<file path="src/core/rxalm_pkg.sv">
// Package: constants and carriers for the receiver alarm/control block
package rxalm_pkg;
  localparam int NCH            = 12;
  localparam int NALM           = 8;
  localparam int AMP_W          = 4;
  localparam int DEMPH_W        = 4;
  localparam int BW_W           = 2;
  // Settings map, upper page 01h
  localparam logic [7:0] PAGE_SEL       = 8'h01;
  localparam logic [7:0] AMP_FIRST      = 8'hE4;   // 228
  localparam logic [7:0] AMP_LAST       = 8'hE9;   // 233
  localparam logic [7:0] DEMPH_FIRST    = 8'hEA;   // 234
  localparam logic [7:0] DEMPH_LAST     = 8'hEF;   // 239
  // Reset values
  localparam logic [AMP_W-1:0]   AMP_RST   = 4'h0;
  localparam logic [DEMPH_W-1:0] DEMPH_RST = 4'h0;
  localparam logic [BW_W-1:0]    BW_RST    = 2'h0;
  localparam logic [NCH-1:0]     CH_RST    = 12'h000;
  localparam logic [NCH-1:0]     LOSM_RST  = 12'h000;
  localparam logic [NALM-1:0]    ALMM_RST  = 8'h00;
  localparam logic               PULSE_RST = 1'b0;
  localparam int  IRQ_PULSE_CYC = 4;

  typedef struct packed {
    logic [NCH-1:0] invert;
    logic [NCH-1:0] deact;
    logic [NCH-1:0] sq_dis;
  } rxalm_chctl_s;

  typedef struct packed {
    logic [NCH-1:0]  los_mask;
    logic [NALM-1:0] alm_mask;
    logic            pulse_mode;
  } rxalm_irqcfg_s;

  typedef struct packed {
    logic [NCH*AMP_W-1:0]   amp;
    logic [NCH*DEMPH_W-1:0] demph;
    logic [NCH*BW_W-1:0]    bw;
  } rxalm_shape_s;
endpackage : rxalm_pkg

</file>
<file path="src/core/rxalm_core.sv">
// Receiver module alarm flags, interrupt and channel control
//
// Contract
// - Alarm beyond threshold sets flag, requests interrupt
// - Input signal lost sets flag, requests interrupt
// - Flags stay set until cleared
// - Per-source mask gates interrupt, not flag
// - Reading flag register clears its flags
// - Signal loss squelches channel unless disabled
// - De-activated channel is squelched
// - Interrupt is pulse or level, selectable
// - Reset restores control defaults
// - Per-channel amplitude, de-emphasis, bandwidth applied
// - Amplitude bytes 228-233, de-emphasis 234-239
// - Zero de-emphasis keeps steady equal peak
// - Device is serial slave only
// - Host drives address, reset; device drives interrupt
// - Polarity, de-activate, squelch disable per channel
// - Address select is three bits
`timescale 1ns/1ps
module rxalm_core #(
  parameter int NCH  = rxalm_pkg::NCH,
  parameter int NALM = rxalm_pkg::NALM
) (
  input  wire logic                       i_clk,
  input  wire logic                       i_rst_n,
  input  wire logic                       i_module_rst_n,
  input  wire logic [2:0]                 i_adr_sel,
  input  wire logic [NCH-1:0]             i_input_signal_lost,
  input  wire logic [NALM-1:0]            i_alarm_cond,
  input  wire logic                       i_rd_los_flags,
  input  wire logic                       i_rd_alm_flags,
  input  wire logic                       i_cfg_we,
  input  wire rxalm_pkg::rxalm_chctl_s    i_chctl,
  input  wire rxalm_pkg::rxalm_irqcfg_s   i_irqcfg,
  input  wire logic                       i_shape_we,
  input  wire logic [7:0]                 i_shape_addr,
  input  wire logic [7:0]                 i_shape_data,
  input  wire logic [NCH*rxalm_pkg::BW_W-1:0] i_bw,
  output logic [NCH-1:0]                  o_los_flags,
  output logic [NALM-1:0]                 o_alm_flags,
  output logic                            o_host_irq_n,
  output logic [NCH-1:0]                  o_squelch,
  output logic [NCH-1:0]                  o_invert,
  output logic [2:0]                      o_adr_sel,
  output rxalm_pkg::rxalm_shape_s         o_shape
);
  import rxalm_pkg::*;

  logic                 rst_s1_q, rst_q;
  logic [NCH-1:0]       los_s1_q, los_s2_q;
  logic [NALM-1:0]      alm_s1_q, alm_s2_q;
  logic                 mrst_s1_q, mrst_s2_q;
  logic [2:0]           adr_s1_q, adr_s2_q;
  logic [NCH-1:0]       los_q;
  logic [NALM-1:0]      alm_q;
  rxalm_chctl_s         chctl_q;
  rxalm_irqcfg_s        irqcfg_q;
  rxalm_shape_s         shape_q;
  logic                 irq_q;
  logic                 req_q;
  logic [2:0]           pcnt_q;
  logic                 req_d;

  // Byte address inside an inclusive span
  function automatic logic in_span(input logic [7:0] addr, input logic [7:0] first,
                                   input logic [7:0] last);
    return (addr >= first) && (addr <= last);
  endfunction : in_span

  // Reset release
  always_ff @(posedge i_clk or negedge i_rst_n) begin
    if (!i_rst_n) begin
      rst_s1_q <= 1'b0;
      rst_q    <= 1'b0;
    end else begin
      rst_s1_q <= 1'b1;
      rst_q    <= rst_s1_q;
    end
  end

  // Pin synchronisers
  always_ff @(posedge i_clk or negedge rst_q) begin
    if (!rst_q) begin
      los_s1_q  <= '0;
      los_s2_q  <= '0;
      alm_s1_q  <= '0;
      alm_s2_q  <= '0;
      mrst_s1_q <= 1'b1;
      mrst_s2_q <= 1'b1;
      adr_s1_q  <= 3'h0;
      adr_s2_q  <= 3'h0;
    end else begin
      los_s1_q  <= i_input_signal_lost;
      los_s2_q  <= los_s1_q;
      alm_s1_q  <= i_alarm_cond;
      alm_s2_q  <= alm_s1_q;
      mrst_s1_q <= i_module_rst_n;
      mrst_s2_q <= mrst_s1_q;
      adr_s1_q  <= i_adr_sel;
      adr_s2_q  <= adr_s1_q;
    end
  end

  // Sticky flags; set wins over read clear
  always_ff @(posedge i_clk or negedge rst_q) begin
    if (!rst_q) begin
      los_q <= '0;
      alm_q <= '0;
    end else begin
      los_q <= (i_rd_los_flags ? '0 : los_q) | los_s2_q;
      alm_q <= (i_rd_alm_flags ? '0 : alm_q) | alm_s2_q;
    end
  end

  // Control settings, module reset restores defaults
  always_ff @(posedge i_clk or negedge rst_q) begin
    if (!rst_q) begin
      chctl_q  <= '{invert: CH_RST, deact: CH_RST, sq_dis: CH_RST};
      irqcfg_q <= '{los_mask: LOSM_RST, alm_mask: ALMM_RST, pulse_mode: PULSE_RST};
    end else if (!mrst_s2_q) begin
      chctl_q  <= '{invert: CH_RST, deact: CH_RST, sq_dis: CH_RST};
      irqcfg_q <= '{los_mask: LOSM_RST, alm_mask: ALMM_RST, pulse_mode: PULSE_RST};
    end else if (i_cfg_we) begin
      chctl_q  <= i_chctl;
      irqcfg_q <= i_irqcfg;
    end
  end

  // Amplitude and de-emphasis bytes: two channels per byte
  always_ff @(posedge i_clk or negedge rst_q) begin
    if (!rst_q) begin
      shape_q <= '{amp: {NCH{AMP_RST}}, demph: {NCH{DEMPH_RST}}, bw: {NCH{BW_RST}}};
    end else if (!mrst_s2_q) begin
      shape_q <= '{amp: {NCH{AMP_RST}}, demph: {NCH{DEMPH_RST}}, bw: {NCH{BW_RST}}};
    end else begin
      shape_q.bw <= i_bw;
      if (i_shape_we && in_span(i_shape_addr, AMP_FIRST, AMP_LAST)) begin
        shape_q.amp[8*(i_shape_addr-AMP_FIRST) +: 8] <= i_shape_data;
      end
      if (i_shape_we && in_span(i_shape_addr, DEMPH_FIRST, DEMPH_LAST)) begin
        shape_q.demph[8*(i_shape_addr-DEMPH_FIRST) +: 8] <= i_shape_data;
      end
    end
  end

  // Squelch and polarity outputs
  always_ff @(posedge i_clk or negedge rst_q) begin
    if (!rst_q) begin
      o_squelch <= '0;
      o_invert  <= '0;
    end else begin
      o_squelch <= (los_s2_q & ~chctl_q.sq_dis) | chctl_q.deact;
      o_invert  <= chctl_q.invert;
    end
  end

  // Unmasked request
  always_comb begin
    req_d = |(los_q & ~irqcfg_q.los_mask) | |(alm_q & ~irqcfg_q.alm_mask);
  end

  // Interrupt: level follows request, pulse on new request
  always_ff @(posedge i_clk or negedge rst_q) begin
    if (!rst_q) begin
      req_q  <= 1'b0;
      pcnt_q <= 3'h0;
      irq_q  <= 1'b0;
    end else begin
      req_q <= req_d;
      if (req_d && !req_q) begin
        pcnt_q <= 3'(IRQ_PULSE_CYC);
      end else if (pcnt_q != 3'h0) begin
        pcnt_q <= pcnt_q - 3'h1;
      end
      irq_q <= irqcfg_q.pulse_mode ? ((req_d && !req_q) || pcnt_q > 3'h1) : req_d;
    end
  end

  always_ff @(posedge i_clk or negedge rst_q) begin
    if (!rst_q) begin
      o_host_irq_n <= 1'b1;
      o_los_flags  <= '0;
      o_alm_flags  <= '0;
      o_adr_sel    <= 3'h0;
      o_shape      <= '0;
    end else begin
      o_host_irq_n <= !irq_q;
      o_los_flags  <= los_q;
      o_alm_flags  <= alm_q;
      o_adr_sel    <= adr_s2_q;
      o_shape      <= shape_q;
    end
  end

  // Checks
  sticky_los_a: assert property (@(posedge i_clk) disable iff (!rst_q)
    los_q != '0 && !i_rd_los_flags |=> (los_q & $past(los_q)) == $past(los_q))
    else $error("los flag dropped without read");
  flag_set_a: assert property (@(posedge i_clk) disable iff (!rst_q)
    los_s2_q[0] |=> los_q[0])
    else $error("los flag not set");
  alm_set_a: assert property (@(posedge i_clk) disable iff (!rst_q)
    alm_s2_q[0] |=> alm_q[0])
    else $error("alarm flag not set");
  read_clear_a: assert property (@(posedge i_clk) disable iff (!rst_q)
    i_rd_alm_flags && alm_s2_q == '0 |=> alm_q == '0)
    else $error("alarm flags not cleared by read");
  squelch_a: assert property (@(posedge i_clk) disable iff (!rst_q)
    chctl_q.deact[0] |=> o_squelch[0])
    else $error("deactivated channel not squelched");
  squelch_los_a: assert property (@(posedge i_clk) disable iff (!rst_q)
    los_s2_q[1] && !chctl_q.sq_dis[1] |=> o_squelch[1])
    else $error("lost channel not squelched");
  mask_gate_a: assert property (@(posedge i_clk) disable iff (!rst_q)
    !req_d && !irqcfg_q.pulse_mode |=> ##1 o_host_irq_n)
    else $error("masked source drove interrupt");
  level_irq_a: assert property (@(posedge i_clk) disable iff (!rst_q)
    req_d && !irqcfg_q.pulse_mode |=> ##1 !o_host_irq_n)
    else $error("level interrupt missing");
  pulse_end_a: assert property (@(posedge i_clk) disable iff (!rst_q)
    irqcfg_q.pulse_mode [*8] |-> not (irq_q [*5]))
    else $error("pulse too long");
  mod_rst_a: assert property (@(posedge i_clk) disable iff (!rst_q)
    !mrst_s2_q |=> chctl_q.deact == CH_RST && irqcfg_q.pulse_mode == PULSE_RST)
    else $error("module reset missed defaults");

  los_seen_c:   cover property (@(posedge i_clk) disable iff (!rst_q) los_q != '0);
  pulse_irq_c:  cover property (@(posedge i_clk) disable iff (!rst_q)
    irqcfg_q.pulse_mode && irq_q);
  read_clr_c:   cover property (@(posedge i_clk) disable iff (!rst_q)
    i_rd_los_flags && los_q != '0);
  amp_write_c:  cover property (@(posedge i_clk) disable iff (!rst_q)
    i_shape_we && i_shape_addr == AMP_FIRST);
endmodule : rxalm_core

</file>
<file path="config.mk">
export PLATFORM = sky130hd
export DESIGN_NAME = rxalm_core
export DESIGN_NICKNAME = d
export VERILOG_FILES = /design/src/core/rxalm_pkg.sv /design/src/core/rxalm_core.sv
export SDC_FILE = /design/constraint.sdc
export NUM_CORES = 1
export LEC_CHECK = 0
export CAP_MARGIN = 5
export CELL_PAD_IN_SITES_DETAIL_PLACEMENT = 0
export CELL_PAD_IN_SITES_GLOBAL_PLACEMENT = 2
export CORE_AREA = 4 4 187 189
export CTS_CLUSTER_SIZE = 40
export DETAILED_ROUTE_END_ITERATION = 12
export DIE_AREA = 0 0 191 193
export DONT_BUFFER_PORTS = 1
export GPL_TIMING_DRIVEN = 1
export MAX_ROUTING_LAYER = met4
export PLACE_DENSITY = 0.91
export SLEW_MARGIN = 15
export SYNTH_ARGS = -nofsm -noshare
export SYNTH_HDL_FRONTEND = slang
export SYNTH_SLANG_ARGS = --single-unit
</file>
<file path="constraint.sdc">
create_clock -name i_clk -period 28 [get_ports i_clk]
set_input_delay 5.6 -clock i_clk [delete_from_list [all_inputs] [get_ports i_clk]]
set_output_delay 5.6 -clock i_clk [all_outputs]
set_load 0.01 [all_outputs]
</file>
==> flow_metrics.py <==
metrics = {
    "outcome": {
        "status": "finished clean",
    },
    "logic_synthesis": {
        "syn_area_sq_um": 15170,
        "synth_top_area_share_pct": 68.80,
        "yosysSeqAreaShare_pct": 69.32,
        "syn-num-nets": 1227,
        "synth_enable_flop_cells": 0,
        "synth_cells": 1073,
        "synth_area_leader_cell": "dfrtp_1",
        "synth.distinct_cells": 60,
        "ys_top_cells_by_area": "dfrtp_1 (69%), mux2i_1 (9.7%), nor2b_1 (4.7%), ha_1 (2.2%), a21o_1 (1.6%)",
        "syn_avg_cell_area_sq_um": 14.14,
        "yosysWarnings": 0,
        "async_flop_share_pct": 100.0,
        "synth_flop_cell": "dfrtp_1",
        "synth_seq_cells": 420,
    },
    "detailed_routing": {
        "first_iter_violations": 347,
        "dr.pass1.iters": 5,
        "via_count": 7945,
        "routed_via_density": 5.061,
        "ant_nets": 0,
        "routed_wirelength_um": 33180,
        "wl_per_cell_um": 21.13,
        "drc_errors": 0,
    },
    "place": {
        "dp.cells": 1488,
        "port_buffers": 0,
        "preCtsSetupSlack_ns": 18.63,
        "hpwl_um": 22470,
        "place.gp.congestion": 0.8247,
    },
    "power": {
        "ir_worst_vdd_mv": 0.04764,
        "powerDensity_nw_per_um2": 76.35,
        "leakagePower_nw": 8.302,
        "finalPower_mw": 1.308,
    },
    "worst_setup_path": {
        "start_kind": "input port",
        "crit_arrival_ns": 9.34,
        "cp_cell_sequence": "inv_1, ha_1, a21oi_1, a21bo_2, xor2_1, nand3_1, or3_1, ha_1, nor4b_1, nand3_1, nor3_2, nand4b_2, nor4_4, mux2i_1",
        "cp_max_fo": 8,
        "max_stage_delay_ns": 0.64,
        "cp-end-kind": "flip-flop",
        "cp.required_ns": 28.46,
        "crit_path_top_delay_cell": "nor4_4",
        "cp.buffers_inverters": 1,
        "path_class": "input port to flip-flop",
        "crit_family": "simple AND/OR/NAND/NOR gates",
    },
    "sta": {
        "clock.fmax_mhz": 112.6,
        "hold-worst-slack_ns": 0.2648,
        "period_share_pct": 31.72,
        "tns_ns": 0,
        "setup_violations": 0,
        "fin_crit_ns": 8.881,
        "skew_ns": 0.01488,
        "hold_viol": 0,
        "slew_violations": 0,
        "worst_slack_ns": 19.12,
        "max-slew-margin-rel_pct": 31.36,
        "rsz0062_at_grt": "no",
        "tightest_slew_ns": 1.030,
    },
    "clock_tree": {
        "cts_buffers": 44,
        "cts.clk_slew.worst_paths_ns": 0.06,
        "htreeDepth": 2,
        "post_cts_resized": 0,
        "cts_sinks": 420,
        "post_cts_buffers": 0,
        "holdBufCountCts": 0,
        "clock_path_buffers": 3,
        "tritoncts": "done",
        "cts_root_buf": "clkbuf_16",
        "clk_latency_ns": 0.54,
    },
    "floorplanning": {
        "core-area_sq_um": 33280,
        "dieArea_sq_um": 36860,
        "pin_count": 295,
        "start_util_pct": 45.57,
        "die_y_um": 193,
        "rows": 67,
        "die_x_um": 191,
    },
    "finish": {
        "drive_gt1_share_pct": 8.929,
        "fillers": 2825,
        "syn_to_final_growth_pct": 12.99,
        "layout.cells.non_filler": 1570,
        "layout.nets": 1240,
    },
    "global_routing": {
        "grt_overflow": 0,
        "use_met1_pct": 23.99,
        "use_met3_pct": 5.402,
        "grt_usage_pct": 18.45,
        "grt_pass1_wl_um": 51210,
        "grt_use_met2_pct": 28.68,
        "antenna_found_initial": 3,
        "grt_max_degree": 109,
        "top_usage_layer": "met2",
        "grt_pass1_vias": 8460,
    },
    "hold_path": {
        "hp-class": "flip-flop to async pin",
    },
    "run": {
        "drv_cap": 0,
    },
}
synthesized netlist by cell type (11+ instances only):
| cell type | n |
|---|---|
| dfrtp_1 | 417 |
| mux2i_1 | 147 |
| nor2b_1 | 114 |
| nand2_1 | 63 |
| inv_1 | 48 |
| and2_1 | 36 |
| a21o_1 | 32 |
| nand3_1 | 29 |
| clkbuf_1 | 27 |
| ha_1 | 27 |
| nor2_1 | 11 |
where the power goes:
group | switching (mW) | leakage, nW | internal (mW)
sequential | 0.0177 | 5.47 | 0.629
combinational | 0.0358 | 2.10 | 0.0233
clock | 0.234 | 0.740 | 0.369
total | 0.288 | 8.30 | 1.02
flip-flops by register name, summed over array words and instances (netlist names), 3 cells and up:
name         cells
o_alm_flags      8
los_q           12
alm_q            8
pcnt_q           3
o_shape        120
o_adr_sel        3
los_s2_q        12
alm_s1_q         8
o_invert        12
o_los_flags     12
adr_s1_q         3
o_squelch       12
shape_q        120
chctl_q         36
alm_s2_q         8
los_s1_q        12
adr_s2_q         3
irqcfg_q        21
final cells by class:
type                    count  area [sq um]  area share, %
diodes                      2         5.005        0.02920
well taps                 448         560.5          3.271
clock inverters            20         284.0          1.657
flip-flops and latches    420         10520          61.39
repair buffers              6         48.80         0.2847
inverters                  48         180.2          1.051
multi-input cells         566          4295          25.06
clock buffers              60          1242          7.250
final timing paths:
path                                        from                      end  slack, ns  cells after the start
max in group asynchronous                i_rst_n          rst_q$_DFF_PN0_      23.17                      0
max                              i_shape_addr[2]  shape_q[33]$_DFFE_PN0P_      19.12                     14
max reg2reg                      rst_q$_DFF_PN0_  shape_q[98]$_DFFE_PN0P_      24.93                      3
min in group i_clk         los_s1_q[5]$_DFF_PN0_    los_s2_q[5]$_DFF_PN0_       0.35                      0
min reg2reg                      rst_q$_DFF_PN0_    adr_s2_q[0]$_DFF_PN0_       0.26                      0
min                              rst_q$_DFF_PN0_    adr_s2_q[0]$_DFF_PN0_       0.26                      0
per-stage QoR:
stage | area, sq um | utilization, %
3_5_place_dp | 15600 | 46.88
4_1_cts | 17130 | 51.47
3_3_place_gp | 15600 | 46.88
2_1_floorplan | 15170 | -
6_report | 17140 | 51.49
5_1_grt | 17140 | 51.49
placed cells by master (no fill, tap or decap), types with 3 or more instances in the layout:
| cell type | instances |
|---|---|
| xor2_1 | 3 |
| nand4_1 | 6 |
| a21o_1 | 32 |
| or3_1 | 3 |
| nor3_1 | 5 |
| clkinv_2 | 4 |
| clkbuf_16 | 45 |
| nand2_1 | 63 |
| ha_1 | 27 |
| mux2i_1 | 147 |
| clkbuf_1 | 9 |
| inv_6 | 5 |
| buf_4 | 5 |
| o22ai_1 | 5 |
| dfrtp_1 | 416 |
| nor4_4 | 3 |
| inv_1 | 48 |
| clkinvlp_4 | 3 |
| nand3_1 | 29 |
| and3_1 | 3 |
| nor4_1 | 5 |
| a221oi_1 | 3 |
| nor2b_1 | 114 |
| clkbuf_8 | 6 |
| nand4b_1 | 3 |
| a21oi_1 | 6 |
| nor2_1 | 11 |
| bufinv_16 | 6 |
| o21ai_0 | 9 |
| and2_1 | 36 |
| xnor2_1 | 9 |
| a22o_1 | 8 |
| nor4b_1 | 4 |
logic make-up after synthesis:
kind of cell    count (synthesis)  synth area share, %
flops                         420                69.32
simple gates                  306                11.99
mux                           147                9.701
buf+inv                        87                2.359
compound gates                 71                3.465
fa+ha+maj                      27                2.227
xor+xnor                       14               0.9075
other cells                     1              0.02472
worst reg2reg max path, cell delays in order (launching register included):
cell and delay, ns:
dfrtp_4 0.69, buf_4 0.74, buf_6 0.69, buf_4 0.91
per-layer routing:
metal  part of all wire, %  vias up
met2                    48      245
met3                   7.6       48
met5                     0        -
met4                   2.1        0
met1                    42     4032
li1                      -     3620
No activity file was read; power rests on OpenSTA's default activity.
